--- src/logic/capture_frontend_pkg.sv ---
// Package: register map, field layout and timing constants of the capture front end
package capture_frontend_pkg;
   // ************************************************************
   // Register byte addresses (word aligned)
   // ************************************************************
   localparam logic [3:0] ADDR_MODE_CAPTURE = 4'h0;
   localparam logic [3:0] ADDR_OUTPUT_CTRL = 4'h4;
   localparam logic [3:0] ADDR_EVENT_STATUS = 4'h8;
   localparam logic [3:0] ADDR_EVENT_MASK = 4'hC;
   // ************************************************************
   // Mode register fields
   // ************************************************************
   localparam int FILT_LSB = 4;
   localparam int FILT_MSB = 7;
   localparam int DIV_LSB = 2;
   localparam int DIV_MSB = 3;
   localparam int CFG_LSB = 0;
   localparam int CFG_MSB = 1;
   localparam logic [15:0] MODE_MASK = 16'h00FF;
   localparam logic [15:0] MODE_RESET = 16'h0000;
   // ************************************************************
   // Output control fields
   // ************************************************************
   localparam int EN_BIT = 0;
   localparam int MPOL_BIT = 1;
   localparam int CEN_BIT = 2;
   localparam int CPOL_BIT = 3;
   localparam logic [15:0] CTRL_MASK = 16'h000F;
   localparam logic [15:0] CTRL_RESET = 16'h0000;
   // ************************************************************
   // Event status bits
   // ************************************************************
   localparam int EV_CAPTURE = 0;
   localparam int EV_OVERCAPTURE = 1;
   localparam int EV_WIDTH = 2;
   // ************************************************************
   // Encodings
   // ************************************************************
   typedef enum logic [1:0] {
      CFG_OUTPUT = 2'b00,
      CFG_OWN = 2'b01,
      CFG_NEIGHBOUR = 2'b10,
      CFG_TRIGGER = 2'b11
   } chan_cfg_t;
   typedef enum logic [1:0] {
      EDGE_RISE = 2'b00,
      EDGE_FALL = 2'b01,
      EDGE_RSVD = 2'b10,
      EDGE_BOTH = 2'b11
   } edge_sel_t;
   // Dead-time sampling clock divider; the dead-time clock equals the core clock here
   localparam int DTS_DIV = 1;
   localparam int SAMPLE_CNT_W = 5;
   localparam int MATCH_CNT_W = 4;
   localparam int EDGE_CNT_W = 3;
endpackage

--- src/logic/input_noise_filter.sv ---
// Digital noise filter with selectable sampling rate and match count
`timescale 1ns/10ps
module input_noise_filter (
   // Clock and reset
   input wire logic core_clk,
   input wire logic rstn,
   // Control
   input wire logic [3:0] input_filter_sel,
   // Data
   input wire logic selected_input,
   output logic own_filtered_input
);
   // ************************************************************
   // Filter code decode
   // ************************************************************
   // Returns {sample divider, match count}
   function automatic logic [9:0] decode(input logic [3:0] code);
      logic [4:0] dv;
      logic [4:0] n;
      dv = 5'h01;
      n = 5'h01;
      case (code)
         4'h0: begin dv = 5'h01; n = 5'h01; end
         4'h1: begin dv = 5'h01; n = 5'h02; end
         4'h2: begin dv = 5'h01; n = 5'h04; end
         4'h3: begin dv = 5'h01; n = 5'h08; end
         4'h4: begin dv = 5'h02; n = 5'h06; end
         4'h5: begin dv = 5'h02; n = 5'h08; end
         4'h6: begin dv = 5'h04; n = 5'h06; end
         4'h7: begin dv = 5'h04; n = 5'h08; end
         4'h8: begin dv = 5'h08; n = 5'h06; end
         4'h9: begin dv = 5'h08; n = 5'h08; end
         4'hA: begin dv = 5'h10; n = 5'h05; end
         4'hB: begin dv = 5'h10; n = 5'h06; end
         4'hC: begin dv = 5'h10; n = 5'h08; end
         4'hD: begin dv = 5'h10; n = 5'h05; end
         4'hE: begin dv = 5'h10; n = 5'h06; end
         default: begin dv = 5'h10; n = 5'h08; end
      endcase
      return {dv, n};
   endfunction

   logic [9:0] dec;
   logic [4:0] div_sel;
   logic [4:0] need;
   logic [4:0] pre_r;
   logic [4:0] match_r;
   logic cand_r;
   logic tick;
   logic no_filter;

   // A function result cannot be part-selected directly, so it lands in a net first
   assign dec = decode(input_filter_sel);
   assign div_sel = dec[9:5];
   assign need = dec[4:0];
   assign no_filter = (input_filter_sel == 4'h0);
   assign tick = (pre_r == 5'(div_sel - 5'h01));

   // ************************************************************
   // Sampling prescaler
   // ************************************************************
   always_ff @(posedge core_clk or negedge rstn) begin
      if (!rstn) begin
         pre_r <= 5'h00;
      end else if (tick || pre_r >= div_sel) begin
         pre_r <= 5'h00;
      end else begin
         pre_r <= 5'(pre_r + 5'h01);
      end
   end

   // ************************************************************
   // Match counter: restarts when a sample leaves the candidate level
   // ************************************************************
   always_ff @(posedge core_clk or negedge rstn) begin
      if (!rstn) begin
         cand_r <= 1'b0;
         match_r <= 5'h00;
         own_filtered_input <= 1'b0;
      end else if (no_filter) begin
         cand_r <= selected_input;
         match_r <= 5'h00;
         own_filtered_input <= selected_input;
      end else if (tick) begin
         if (selected_input != cand_r) begin
            cand_r <= selected_input;
            match_r <= 5'h01;
            if (need == 5'h01) begin
               own_filtered_input <= selected_input;
            end
         end else if (match_r < need) begin
            match_r <= 5'(match_r + 5'h01);
            if (5'(match_r + 5'h01) >= need) begin
               own_filtered_input <= cand_r;
            end
         end
      end
   end
endmodule

--- src/logic/timer_channel_capture_frontend.sv ---
// Channel 1 input-capture front end and output polarity/enable control
//
// Behaviour
// - Mode register: filter 7:4, divider 3:2, config 1:0
// - Edge passes after N stable samples
// - Code 0000 unfiltered; 0001 core clock, N=2
// - Capture every 1, 2, 4, 8 edges
// - Edge counter cleared while channel disabled
// - Config selects output, own, neighbour, trigger
// - Control register: enable, polarity, comp enable, comp polarity
// - Comp polarity one makes comp output low-active
// - Comp enable gates the complementary output
// - Output main polarity one inverts main output
// - Input polarity pair selects active edge
// - Trigger inverted only for falling setting
// - Channel enable gates capture or main output
// - Main output equals reference xor polarity
`timescale 1ns/10ps
module timer_channel_capture_frontend (
   // Clock and reset
   input wire logic core_clk,
   input wire logic rstn,
   // Avalon-MM slave
   input wire logic [3:0] avs_address,
   input wire logic avs_read,
   input wire logic avs_write,
   input wire logic [31:0] avs_writedata,
   input wire logic [3:0] avs_byteenable,
   output logic [31:0] avs_readdata,
   output logic avs_waitrequest,
   // Channel inputs
   input wire logic own_raw_input,
   input wire logic neighbour_raw_input,
   input wire logic internal_trigger_input,
   input wire logic trigger_source_select,
   // Output path
   input wire logic raw_output_reference,
   output logic main_output,
   output logic main_output_en,
   output logic complementary_output,
   output logic complementary_output_en,
   // Capture results
   output logic capture_event,
   output logic external_trigger,
   output logic irq
);
   // ************************************************************
   // Registers
   // ************************************************************
   logic [15:0] mode_r;
   logic [15:0] ctrl_r;
   logic [capture_frontend_pkg::EV_WIDTH-1:0] status_r;
   logic [capture_frontend_pkg::EV_WIDTH-1:0] mask_r;
   logic ack_r;
   logic [2:0] edge_cnt_r;
   logic filt_d_r;
   logic capture_r;

   logic [3:0] input_filter_sel;
   logic [1:0] capture_prescale;
   logic [1:0] chan_config;
   logic chan_enable;
   logic main_polarity;
   logic comp_output_enable;
   logic comp_polarity;
   logic selected_input;
   logic own_filtered_input;
   logic rise;
   logic fall;
   logic active_edge;
   logic [2:0] div_mask;
   logic capture_nxt;
   logic is_input;
   logic wr_go;
   logic rd_go;
   logic lo_en;

   assign input_filter_sel = mode_r[capture_frontend_pkg::FILT_MSB:capture_frontend_pkg::FILT_LSB];
   assign capture_prescale = mode_r[capture_frontend_pkg::DIV_MSB:capture_frontend_pkg::DIV_LSB];
   assign chan_config = mode_r[capture_frontend_pkg::CFG_MSB:capture_frontend_pkg::CFG_LSB];
   assign chan_enable = ctrl_r[capture_frontend_pkg::EN_BIT];
   assign main_polarity = ctrl_r[capture_frontend_pkg::MPOL_BIT];
   assign comp_output_enable = ctrl_r[capture_frontend_pkg::CEN_BIT];
   assign comp_polarity = ctrl_r[capture_frontend_pkg::CPOL_BIT];
   assign is_input = (chan_config != capture_frontend_pkg::CFG_OUTPUT);

   // ************************************************************
   // Bus handshake: one wait cycle per access
   // ************************************************************
   assign avs_waitrequest = (avs_read || avs_write) && !ack_r;
   assign wr_go = avs_write && ack_r;
   assign rd_go = avs_read && !ack_r;
   assign lo_en = avs_byteenable[0];

   always_ff @(posedge core_clk or negedge rstn) begin
      if (!rstn) begin
         ack_r <= 1'b0;
      end else if (ack_r) begin
         ack_r <= 1'b0;
      end else begin
         ack_r <= avs_read || avs_write;
      end
   end

   // ************************************************************
   // Register writes
   // ************************************************************
   // Upper byte enable is irrelevant: bits above 7 are reserved in both registers
   always_ff @(posedge core_clk or negedge rstn) begin
      if (!rstn) begin
         mode_r <= capture_frontend_pkg::MODE_RESET;
      end else if (wr_go && lo_en && avs_address == capture_frontend_pkg::ADDR_MODE_CAPTURE) begin
         // Config field follows the enable; a write while enabled is accepted as is
         mode_r <= avs_writedata[15:0] & capture_frontend_pkg::MODE_MASK;
      end
   end

   always_ff @(posedge core_clk or negedge rstn) begin
      if (!rstn) begin
         ctrl_r <= capture_frontend_pkg::CTRL_RESET;
      end else if (wr_go && lo_en && avs_address == capture_frontend_pkg::ADDR_OUTPUT_CTRL) begin
         ctrl_r <= avs_writedata[15:0] & capture_frontend_pkg::CTRL_MASK;
      end
   end

   always_ff @(posedge core_clk or negedge rstn) begin
      if (!rstn) begin
         mask_r <= '0;
      end else if (wr_go && lo_en && avs_address == capture_frontend_pkg::ADDR_EVENT_MASK) begin
         mask_r <= avs_writedata[capture_frontend_pkg::EV_WIDTH-1:0];
      end
   end

   // ************************************************************
   // Read data, registered; unmapped addresses read zero
   // ************************************************************
   always_ff @(posedge core_clk or negedge rstn) begin
      if (!rstn) begin
         avs_readdata <= 32'h0000_0000;
      end else if (rd_go) begin
         case (avs_address)
            capture_frontend_pkg::ADDR_MODE_CAPTURE: avs_readdata <= {16'h0000, mode_r};
            capture_frontend_pkg::ADDR_OUTPUT_CTRL: avs_readdata <= {16'h0000, ctrl_r};
            capture_frontend_pkg::ADDR_EVENT_STATUS: begin
               avs_readdata <= {30'h0000_0000, status_r};
            end
            capture_frontend_pkg::ADDR_EVENT_MASK: begin
               avs_readdata <= {30'h0000_0000, mask_r};
            end
            default: avs_readdata <= 32'h0000_0000;
         endcase
      end
   end

   // ************************************************************
   // Input selection
   // ************************************************************
   always_comb begin
      case (chan_config)
         capture_frontend_pkg::CFG_OWN: selected_input = own_raw_input;
         capture_frontend_pkg::CFG_NEIGHBOUR: selected_input = neighbour_raw_input;
         // Trigger source only meaningful with internal trigger selected
         capture_frontend_pkg::CFG_TRIGGER: begin
            selected_input = internal_trigger_input & trigger_source_select;
         end
         default: selected_input = 1'b0;
      endcase
   end

   input_noise_filter u_filter (
      .core_clk(core_clk),
      .rstn(rstn),
      .input_filter_sel(input_filter_sel),
      .selected_input(selected_input),
      .own_filtered_input(own_filtered_input)
   );

   // ************************************************************
   // Edge detection and polarity
   // ************************************************************
   always_ff @(posedge core_clk or negedge rstn) begin
      if (!rstn) begin
         filt_d_r <= 1'b0;
      end else begin
         filt_d_r <= own_filtered_input;
      end
   end

   assign rise = own_filtered_input && !filt_d_r;
   assign fall = !own_filtered_input && filt_d_r;

   always_comb begin
      case ({comp_polarity, main_polarity})
         capture_frontend_pkg::EDGE_RISE: active_edge = rise;
         capture_frontend_pkg::EDGE_FALL: active_edge = fall;
         capture_frontend_pkg::EDGE_BOTH: active_edge = rise || fall;
         default: active_edge = 1'b0;
      endcase
   end

   // Inverted only for the falling-edge setting
   assign external_trigger = own_filtered_input ^
      ({comp_polarity, main_polarity} == capture_frontend_pkg::EDGE_FALL);

   // ************************************************************
   // Capture divider
   // ************************************************************
   always_comb begin
      case (capture_prescale)
         2'b00: div_mask = 3'h0;
         2'b01: div_mask = 3'h1;
         2'b10: div_mask = 3'h3;
         default: div_mask = 3'h7;
      endcase
   end

   assign capture_nxt = chan_enable && is_input && active_edge &&
      ((edge_cnt_r & div_mask) == div_mask);

   always_ff @(posedge core_clk or negedge rstn) begin
      if (!rstn) begin
         edge_cnt_r <= 3'h0;
      end else if (!chan_enable) begin
         edge_cnt_r <= 3'h0;
      end else if (is_input && active_edge) begin
         edge_cnt_r <= 3'((edge_cnt_r + 3'h1) & div_mask);
      end
   end

   always_ff @(posedge core_clk or negedge rstn) begin
      if (!rstn) begin
         capture_r <= 1'b0;
      end else begin
         capture_r <= capture_nxt;
      end
   end

   assign capture_event = capture_r;

   // ************************************************************
   // Event status: set wins over write-one-to-clear
   // ************************************************************
   always_ff @(posedge core_clk or negedge rstn) begin
      if (!rstn) begin
         status_r <= '0;
      end else begin
         if (wr_go && lo_en && avs_address == capture_frontend_pkg::ADDR_EVENT_STATUS) begin
            status_r <= status_r & ~avs_writedata[capture_frontend_pkg::EV_WIDTH-1:0];
         end
         if (capture_r) begin
            status_r[capture_frontend_pkg::EV_CAPTURE] <= 1'b1;
            if (status_r[capture_frontend_pkg::EV_CAPTURE]) begin
               status_r[capture_frontend_pkg::EV_OVERCAPTURE] <= 1'b1;
            end
         end
      end
   end

   assign irq = |(status_r & mask_r);

   // ************************************************************
   // Output polarity and enables
   // ************************************************************
   // Dead-time insertion lives outside; with both enabled each output just applies polarity
   always_ff @(posedge core_clk or negedge rstn) begin
      if (!rstn) begin
         main_output <= 1'b0;
         main_output_en <= 1'b0;
         complementary_output <= 1'b0;
         complementary_output_en <= 1'b0;
      end else begin
         main_output_en <= chan_enable && !is_input;
         main_output <= (chan_enable && !is_input) ?
            (raw_output_reference ^ main_polarity) : 1'b0;
         complementary_output_en <= comp_output_enable && !is_input;
         complementary_output <= (comp_output_enable && !is_input) ?
            (raw_output_reference ^ comp_polarity) : 1'b0;
      end
   end
endmodule

--- config.mk ---
export PLATFORM = sky130hd
export DESIGN_NAME = timer_channel_capture_frontend
export DESIGN_NICKNAME = d
export VERILOG_FILES = /design/src/logic/capture_frontend_pkg.sv /design/src/logic/input_noise_filter.sv /design/src/logic/timer_channel_capture_frontend.sv
export SDC_FILE = /design/constraint.sdc
export NUM_CORES = 1
export LEC_CHECK = 0
export ABC_AREA = 1
export BUFFER_PORTS_ARGS = -buffer_cell sky130_fd_sc_hd__buf_2
export CAP_MARGIN = 20
export CORE_UTILIZATION = 50
export DETAILED_ROUTE_END_ITERATION = 7
export MAX_ROUTING_LAYER = met4
export PLACE_DENSITY = 0.78
export SETUP_SLACK_MARGIN = 0.3
export SYNTH_ARGS = -nofsm -noshare
export SYNTH_HDL_FRONTEND = slang
export SYNTH_SLANG_ARGS = --single-unit
--- constraint.sdc ---
create_clock -name core_clk -period 5.9 [get_ports core_clk]
set_clock_uncertainty 0.2 [all_clocks]
set_input_delay 1.18 -clock core_clk [delete_from_list [all_inputs] [get_ports core_clk]]
set_output_delay 1.18 -clock core_clk [all_outputs]
set_load 0.05 [all_outputs]
## Word level (Yosys, flattened, before mapping)

Memories as Yosys holds them, arrays and structs flattened.
Index checks and enable logic that the tools add are counted.

- Bitwise operators: 9
- $add $sub $neg: 4
- Magnitude comparators: 3
- Equality and inequality tests: 16
- Reduce and logical (&&, ||, !) cells: 37
- Multiplexer cells: 26

Operators by type and width:

| kind | number |
|---|---|
| 8-bit case mux with 4 select lines | 1 |
| 5-bit 2-to-1 mux | 5 |
| 1-bit logical AND | 16 |
| 1-bit 2-to-1 mux | 13 |
| 5-bit by 1-bit adder with 5-bit output (second input constant) | 2 |
| 5-bit >= comparator | 2 |
| 3-bit case mux with 3 select lines | 1 |
| 2-bit equality test (second input constant) | 4 |
| 4-bit equality test (second input constant) | 2 |
| 4-bit logical NOT | 2 |
| 2-bit nonzero test | 4 |
| 3-bit AND | 2 |
| 2-bit by 1-bit equality test with 1-bit output (second input constant) | 3 |
| 3-bit 2-to-1 mux | 2 |
| 1-bit case mux with 3 select lines | 2 |
| 3-bit nonzero test | 2 |
| 5-bit by 1-bit equality test with 1-bit output (second input constant) | 1 |
| 5-bit equality test | 1 |
| 5-bit < comparator | 1 |
| 5-bit by 1-bit subtractor with 5-bit output (second input constant) | 1 |
| 2-bit AND | 2 |
| 4-bit by 3-bit equality test with 1-bit output (second input constant) | 1 |
| 1-bit logical NOT | 4 |
| 2-bit logical NOT | 2 |
| other kinds (13) | 19 |

- Logic and storage cells: 114
- Flip-flop bits (word level): 70
- Input bits: 49
- Memories kept: 1
- Output and inout port bits: 40
- ROM bits: 144

Memories:

| memory | words | bits a word | read ports | clocked after memory_dff | wr ports | line | RTL |
|---|---|---|---|---|---|---|---|
| (no name shown) | 16 | 9 | 1 | 0 | 0 | input_noise_filter.sv:22 | `case (code)` |

## Logic depth before layout (Yosys ltp)

Gate-level depths: netlist (run 1).

- Word-level depth: 7
- Depth in mapped cells: 15
- Mapped depth without buffers: 15

## By module

A second synthesis (run 1) with hierarchy kept.

- Cells, all modules: 389
- Area, all modules: 3120.5 um^2

Modules (own cells, without submodules):

| module | area each (um^2) | cells an instance | seq. area each (um^2) | instances |
|---|---|---|---|---|
| timer_channel_capture_frontend | 1831.8 | 216 | 850.8 | 1 |
| input_noise_filter | 1288.7 | 173 | 300.3 | 1 |

## Worst setup path after synthesis (run 1)

OpenSTA, ideal clock, no wires.

- Path kind: input port to output port
- From: input port avs_write
- To: output port avs_waitrequest
- Path slack: 2.643 ns
- Path buffers: 0
- Stages on the path: 2
- Arrival: 1.877 ns
- Data required time: 4.520 ns
- Cell sequence: nor2_1 > nor2_1

- Word-level cells in the longest chain between the ends: 2

Ends and longest elaborated chain:

| element | line | RTL |
|---|---|---|
| start: declaration | timer_channel_capture_frontend.sv:26 | `input wire logic avs_write,` |
| 1-bit logical OR | timer_channel_capture_frontend.sv:90 | `assign avs_waitrequest = (avs_read \|\| avs_write) && !ack_r;` |
| 1-bit logical AND | timer_channel_capture_frontend.sv:90 |  |
| end: declaration | timer_channel_capture_frontend.sv:30 | `output logic avs_waitrequest,` |

No other way between the ends.

## Final worst setup path (run 1)

- From: input port avs_read
- To: output port avs_waitrequest

- Word-level cells in the longest chain between the ends: 2

Ends and longest elaborated chain:

| element | line | RTL |
|---|---|---|
| start: declaration | timer_channel_capture_frontend.sv:25 | `input wire logic avs_read,` |
| 1-bit logical OR | timer_channel_capture_frontend.sv:90 |  |
| 1-bit logical AND | timer_channel_capture_frontend.sv:90 |  |

No other way between the ends.

==> impl_metrics.csv, run 1 <==
group,metric,value,unit
run_status,run_status,"completed",
grt,grt_first_pass_wirelength,9970,um
clock_network,cts-hold-fix-buffers,0,
critical_path,regToRegEndpoint,"u_filter.match_r[0]",
finish,n_antenna_cell,0,
detailed_routing,initialDrtViolationCount,140,
critical_path,critical_path.endpoint_type,"primary output",
grt,grt_start_max_net_pins,47,
sta,totalNegativeSetupSlack,0,ns
floorplanning,die_height,79.1,um
critical_path,critPathRequiredTime,4.52,ns
power_and_ir_drop,sequentialPowerShare,0.393,
critical_path,crit_start,"avs_read",
worst_hold_path,number_of_instances_on_the_worst_hold_path,1,
sta,final_count_of_negative_setup_slack_endpoints,0,
yosys,syn-cell-area,0.00298,mm^2
critical_path,worst-r2r-cell-count,13,
power_and_ir_drop,power_frac_clock,0.230,
finish,syn_to_final_growth,9.59,%
clock_network,ctsResizeCount,0,
sta,drv_slew,0,
place,routability_congestion_estimate_from_global_placement,0.854,
power_and_ir_drop,p_total,1.08,mW
place,io_buffers,37,
critical_path,worstReg2RegStart,"mode_r[5]",
critical_path,reg2reg_setup_slack,3.13,ns
sta,period_share,0.520,
yosys,synth.lib_cells_used.distinct,37,
floorplanning,fp.dieArea,0.00626,mm^2
yosys,syn_inst,366,
clock_network,clock_path_buffers,2,
clock_network,clock_tree_from_tritoncts,"built",
grt,antenna_found_initial,0,
detailed_routing,post_drt_wl_per_cell,12.3,um
sta,final_hold_viol_count,0,
finish,layout.cells.most_common,"sky130_fd_sc_hd__nand2_1",
sta,fmax,0.326,GHz
detailed_routing,finalWirelength,5880,um
place,dp.final_hpwl,4470,um
sta,period_minus_slack,3.07,ns
finish,fillCellCount,515,
floorplanning,dieWidth,79.1,um
power_and_ir_drop,relative_contribution_of_combinational_cells_to_total_power,0.377,
grt,grt_overflow_total,0,
detailed_routing,via_count_of_the_routed_design,2478,
floorplanning,placement_rows,27,
worst_hold_path,hp-class,"reg2reg",
clock_network,tritoncts.num_buffers,5,
power_and_ir_drop,switchingPower,0.446,mW
yosys,synth.ff_latch_count,46,
critical_path,critPathArrivalTime,1.69,ns
detailed_routing,viasPerCell,5.18,
power_and_ir_drop,power_switching_share,0.415,
worst_hold_path,min_from,"ack_r",
critical_path,setup_crit_start_kind,"input port",
grt,via_count_of_the_first_global_routing_pass,2248,
worst_hold_path,holdPathEnd,"ack_r",
clock_network,clock_slew_at_the_register_clock_pins_of_the_worst_setup_and_hold_paths,0.09,ns
clock_network,clock_sinks,46,
critical_path,critical_path_peak_fanout,2,
finish,drive_gt1_frac,0.145,
clock_network,ctsHtreeMaxLevel,2,
clock_network,postCtsSetupRepairBufs,0,
clock_network,worst_skew_pair.late_latency,0.31,ns
detailed_routing,dr.pass1.iters,4,
yosys,synth.avg_cell_area,8.13,um^2
power_and_ir_drop,cell_leakage_power,1.74,nW
power_and_ir_drop,cell_internal_pwr,0.630,mW
sta,max_slew_margin,0.602,
place,pre_cts_slack,2.65,ns
yosys,yosys_warning_total,0,
floorplanning,initial_utilization,0.531,
power_and_ir_drop,ir_drop,182,uV
power_and_ir_drop,pwr_density_cell,330,mW/mm^2
floorplanning,core,0.00561,mm^2
sta,rsz0062_at_grt,"no",
finish,commonest_non_fill_non_tap_cells_in_the_layout,"sky130_fd_sc_hd__nand2_1 (73), sky130_fd_sc_hd__dfrtp_1 (46), sky130_fd_sc_hd__inv_1 (45)",
clock_network,ctsRootBufferMaster,"sky130_fd_sc_hd__clkbuf_8",
detailed_routing,drt.antenna.violating_nets,0,
sta,post-route-worst-setup-slack,2.83,ns
critical_path,critical_path_class,"in2out",
finish,design.final.nets,480,
grt,track_usage,0.209,
sta,slew_of_the_pin_with_the_lowest_slew_margin,0.596,ns
detailed_routing,detail_route.drc_violations,0,
yosys,synth_seq_area_share,0.387,
floorplanning,pin_count,89,
run,cap_viol_max_count,0,
-- cells by family (layout without fill, tap and decap cells) --
family	count (synthesis)	in the layout	synth area share
AND/OR/NAND/NOR	146	146	0.222
buffers and inverters	77	94	0.133
AO/OA/AOI/OAI	62	62	0.124
flip-flops	46	46	0.387
adder cells (fa/ha/maj)	26	26	0.109
XOR/XNOR	8	8	0.0235
other	1	24	0.00126
-- power groups by stage --
stage	Clock, mW	Combinational, mW	Sequential, mW
final	0.247	0.406	0.423
after global routing	0.262	0.466	0.430
after CTS	0.250	0.407	0.421
after detailed placement	0	0.404	0.427
after global placement	0	0.387	0.424
after floorplan	0	0.325	0.429
-- state kept, by name (all words and copies together) (netlist names) --
signal	flops
u_filter.pre_r	5
ack_r	1
u_filter.cand_r	1
main_output	1
complementary_output_en	1
u_filter.own_filtered_input	1
complementary_output	1
mode_r	8
mask_r	2
status_r	2
ctrl_r	4
main_output_en	1
filt_d_r	1
u_filter.match_r	5
edge_cnt_r	3
capture_event	1
avs_readdata	8
-- routing by layer --
metal / routed length (um) / vias to the layer above / global-route usage
li1: - / 1229 / -
met5: 0 / - / -
met2: 2650 / 80 / 0.331
met1: 2810 / 1161 / 0.274
met3: 345 / 8 / 0.0356
met4: 82 / 0 / 0.0673
-- metrics by stage --
step | hold slack [ns] | area [um^2] | instances | util
after global routing | 0.302 | 3260 | 478 | 0.581
after floorplan | 0.233 | 3060 | 389 | -
final | 0.266 | 3260 | 478 | 0.581
after detailed placement | 0.252 | 3120 | 469 | 0.557
after global placement | 0.240 | 3120 | 469 | 0.557
after CTS | 0.267 | 3240 | 477 | 0.578
-- worst max-delay path, cell delays in order --
cell and delay, ns:
sky130_fd_sc_hd__buf_2 0.09, sky130_fd_sc_hd__nor2_1 0.03, sky130_fd_sc_hd__nor2_1 0.11, sky130_fd_sc_hd__buf_2 0.28
-- worst max path at each step --
stage / to / depth (start not counted) / slack (ns)
after floorplan: avs_waitrequest / 2 / 2.64
after global placement: u_filter.match_r[4] / 10 / 2.67
after detailed placement: u_filter.match_r[2] / 10 / 2.65
after CTS: avs_waitrequest / 4 / 2.83
after global routing: avs_waitrequest / 4 / 2.79
final: avs_waitrequest / 4 / 2.83
-- area by class of cell --
cell class / instances / area, um^2 / share of cell area
inverter: 48 / 183 / 0.0560
sequential: 46 / 1150 / 0.353
multi-input combinational: 266 / 1510 / 0.464
clock inverter: 3 / 48.8 / 0.0150
timing repair buffer: 38 / 205 / 0.0629
clock buffer: 5 / 68.8 / 0.0211
tap: 72 / 90.1 / 0.0276
-- synthesized netlist by cell type --
cell                        instances  area (um^2)
sky130_fd_sc_hd__nand2_1           73          274
sky130_fd_sc_hd__dfrtp_1           46         1150
sky130_fd_sc_hd__inv_1             45          169
sky130_fd_sc_hd__nor2_1            29          109
sky130_fd_sc_hd__ha_1              26          325
sky130_fd_sc_hd__buf_4             24          180
sky130_fd_sc_hd__o21ai_0           23          115
sky130_fd_sc_hd__nand3_1           20          100
sky130_fd_sc_hd__a21oi_1           14         70.1
sky130_fd_sc_hd__nand4_1            8         50.1
sky130_fd_sc_hd__o22ai_1            7         43.8
sky130_fd_sc_hd__o21ai_1            5         25.0
sky130_fd_sc_hd__o31ai_1            5         37.5
sky130_fd_sc_hd__nor3_1             4         20.0
sky130_fd_sc_hd__xnor2_1            4         35.0
sky130_fd_sc_hd__xor2_1             4         35.0
sky130_fd_sc_hd__clkbuf_1           3         11.3
sky130_fd_sc_hd__nand2_2            3         18.8
sky130_fd_sc_hd__buf_6              2         22.5
sky130_fd_sc_hd__inv_2              2         7.51
sky130_fd_sc_hd__nand2_4            2         22.5
sky130_fd_sc_hd__nand3b_1           2         15.0
sky130_fd_sc_hd__a211oi_1           1         7.51
sky130_fd_sc_hd__a221oi_1           1         8.76
sky130_fd_sc_hd__and3_1             1         6.26
sky130_fd_sc_hd__conb_1             1         3.75
sky130_fd_sc_hd__inv_4              1         6.26
sky130_fd_sc_hd__nand3_2            1         10.0
sky130_fd_sc_hd__nand3_4            1         17.5
sky130_fd_sc_hd__nor2_4             1         11.3
sky130_fd_sc_hd__nor4_1             1         6.26
sky130_fd_sc_hd__o2111ai_1          1         8.76
sky130_fd_sc_hd__o211ai_1           1         7.51
sky130_fd_sc_hd__o21ai_2            1         8.76
sky130_fd_sc_hd__o21bai_1           1         7.51
sky130_fd_sc_hd__o21bai_4           1         18.8
sky130_fd_sc_hd__o221ai_1           1         8.76
Power figures use the tool's default switching activity.
==> run 2: changes to the inputs <==
Settings changed: CORE_UTILIZATION 50 to 47, PLACE_DENSITY 0.78 to 0.77.
Clock period 5.9 ns to 2.55 ns, I/O delays scaled along.
==> run 2 against run 1 <==
Wire length is 9.5% higher. Core utilization is 0.38 points lower. Via count grew 2.7%. Clock power up 90%.
==> impl_metrics.csv, run 2 (same netlist as run 1, synthesis figures left out) <==
group,metric,value,unit
sta,totalNegativeSetupSlack,0,ns
finish,layout.cells.most_common,"sky130_fd_sc_hd__nand2_1",
critical_path,critPathRequiredTime,2.53,ns
detailed_routing,drt.antenna.violating_nets,0,
finish,multi_input_comb_area,0.00163,mm^2
sta,final_count_of_negative_setup_slack_endpoints,0,
place,dp.final_hpwl,4650,um
power_and_ir_drop,pwr_density_cell,732,mW/mm^2
finish,drive_gt1_frac,0.229,
sta,period_minus_slack,2.46,ns
clock_network,clock_path_buffers,2,
grt,grt_start_max_net_pins,47,
place,routability_congestion_estimate_from_global_placement,0.852,
finish,largest_registers_in_the_final_layout,"avs_readdata: 8 flops, mode_r: 8 flops",
clock_network,ctsHtreeMaxLevel,2,
grt,grt_first_pass_wirelength,10600,um
power_and_ir_drop,cell_leakage_power,1.82,nW
grt,grt_overflow_total,0,
floorplanning,die_height,81.6,um
detailed_routing,initialDrtViolationCount,126,
finish,stdcell_area,0.00348,mm^2
power_and_ir_drop,switchingPower,1.09,mW
sta,period_share,0.964,
finish,commonest_non_fill_non_tap_cells_in_the_layout,"sky130_fd_sc_hd__nand2_1 (68), sky130_fd_sc_hd__inv_1 (44), sky130_fd_sc_hd__dfrtp_1 (43)",
run,cap_viol_max_count,0,
power_and_ir_drop,power_switching_share,0.427,
detailed_routing,finalWirelength,6440,um
clock_network,clock_sinks,46,
place,io_buffers,37,
power_and_ir_drop,sequentialPowerShare,0.381,
detailed_routing,post_drt_wl_per_cell,12.9,um
finish,fillCellCount,524,
finish,register_area,0.00115,mm^2
clock_network,tritoncts.num_buffers,5,
power_and_ir_drop,power_frac_clock,0.185,
clock_network,ctsRootBufferMaster,"sky130_fd_sc_hd__clkbuf_8",
grt,track_usage,0.218,
grt,antenna_found_initial,0,
critical_path,critical_path.slowest_cell,"sky130_fd_sc_hd__dfrtp_1",
finish,design.final.nets,497,
clock_network,clock_slew_at_the_register_clock_pins_of_the_worst_setup_and_hold_paths,0.09,ns
clock_network,worst_skew_pair.late_latency,0.30,ns
sta,fmax,0.407,GHz
critical_path,critical_path_peak_fanout,5,
place,detailed_place.area,0.00320,mm^2
critical_path,critPathArrivalTime,2.44,ns
detailed_routing,via_count_of_the_routed_design,2544,
worst_hold_path,hp-class,"in2reg",
floorplanning,core,0.00603,mm^2
sta,final_hold_viol_count,0,
critical_path,critical_path.endpoint_type,"register",
detailed_routing,detail_route.drc_violations,0,
sta,drv_slew,0,
floorplanning,placement_rows,28,
critical_path,critical_path_class,"reg2reg",
finish,syn_to_final_growth,17.0,%
power_and_ir_drop,ir_drop,410,uV
sta,rsz0062_at_grt,"yes",
run_status,run_status,"completed",
finish,n_antenna_cell,0,
detailed_routing,viasPerCell,5.11,
floorplanning,fp.dieArea,0.00665,mm^2
critical_path,setup_crit_start_kind,"register",
clock_network,clock_tree_from_tritoncts,"built",
floorplanning,initial_utilization,0.494,
floorplanning,pin_count,89,
critical_path,crit_path_cell_trace,"inv_2 -> ha_1 -> nor2_1 -> o21ai_0 -> o21ai_1 -> ha_1 -> a21oi_1 -> o221ai_2 -> nand2_2 -> nand2_4 -> nand2_1 -> o21ai_1",
power_and_ir_drop,relative_contribution_of_combinational_cells_to_total_power,0.434,
power_and_ir_drop,cell_internal_pwr,1.46,mW
grt,via_count_of_the_first_global_routing_pass,2399,
critical_path,crit_path_max_incr_delay,0.38,ns
detailed_routing,dr.pass1.iters,4,
floorplanning,dieWidth,81.6,um
## run 2: path summary, 6_finish.rpt
kind | slack [ns] | from | to | cells after the start
max in group asynchronous | 1.37 | rstn | mode_r[7] | 3
worst max-delay path | 0.09 | mode_r[4] | u_filter.match_r[2] | 12
worst min register to register | 0.27 | ack_r | ack_r | 1
worst min-delay path | 0.26 | avs_writedata[3] | mode_r[3] | 3
worst max register to register | 0.09 | mode_r[4] | u_filter.match_r[2] | 12
min in group asynchronous | 0.54 | rstn | avs_readdata[3] | 3
## run 2: critical path: cells and delay by family (launching register included)
family,cells,cell delay [ns]
buffers and inverters,1,0.07
AOI/OAI and AO/OA,5,0.71
adders and majority gates,2,0.49
DFF,1,0.38
and+or+nand+nor,4,0.49
## run 2: per-layer routing
| layer | part of all wire | GRT usage | wire length [um] |
|---|---|---|---|
| met4 | 0.021 | 0.100 | 138 |
| met5 | 0 | - | 0 |
| met3 | 0.040 | 0.0356 | 257 |
| met2 | 0.51 | 0.378 | 3270 |
| met1 | 0.43 | 0.243 | 2770 |
## run 2: final cells by class
cell class                 instances  share of cell area
multi-input combinational        267               0.468
timing repair buffer              54              0.0935
tap                               75              0.0270
sequential                        46               0.332
inverter                          48              0.0532
clock inverter                     1             0.00144
clock buffer                       7              0.0248
## run 2: power groups by stage
stage               Sequential [mW]  Combinational, mW  Clock, mW
finish                        0.971               1.11      0.470
global route                  0.986               1.24      0.505
CTS                           0.970               1.05      0.483
detailed placement            0.987              0.973          0
global placement              0.977              0.928          0
floorplan                     0.994              0.759          0
## run 2: repair_timing
item / CTS / global route
resized for setup: 16 / 10
hold buffers: 1 / 0
cloned: 1 / 0
setup buffers: 5 / 4
pin swaps: 7 / 9
setup endpoints to repair: 12 / 12
hold endpoints to repair: 46 / 0
## run 2: stage by stage
step	instances	util	setup WS [ns]	total power, mW	hold WS (ns)
after floorplan	389	-	0.302	1.75	0.0144
after global placement	479	0.531	0.0827	1.90	0.247
after detailed placement	479	0.531	0.0129	1.96	0.256
after CTS	494	0.569	0.185	2.50	0.262
after global routing	498	0.578	0.00587	2.73	0.282
final	498	0.578	0.0914	2.55	0.263
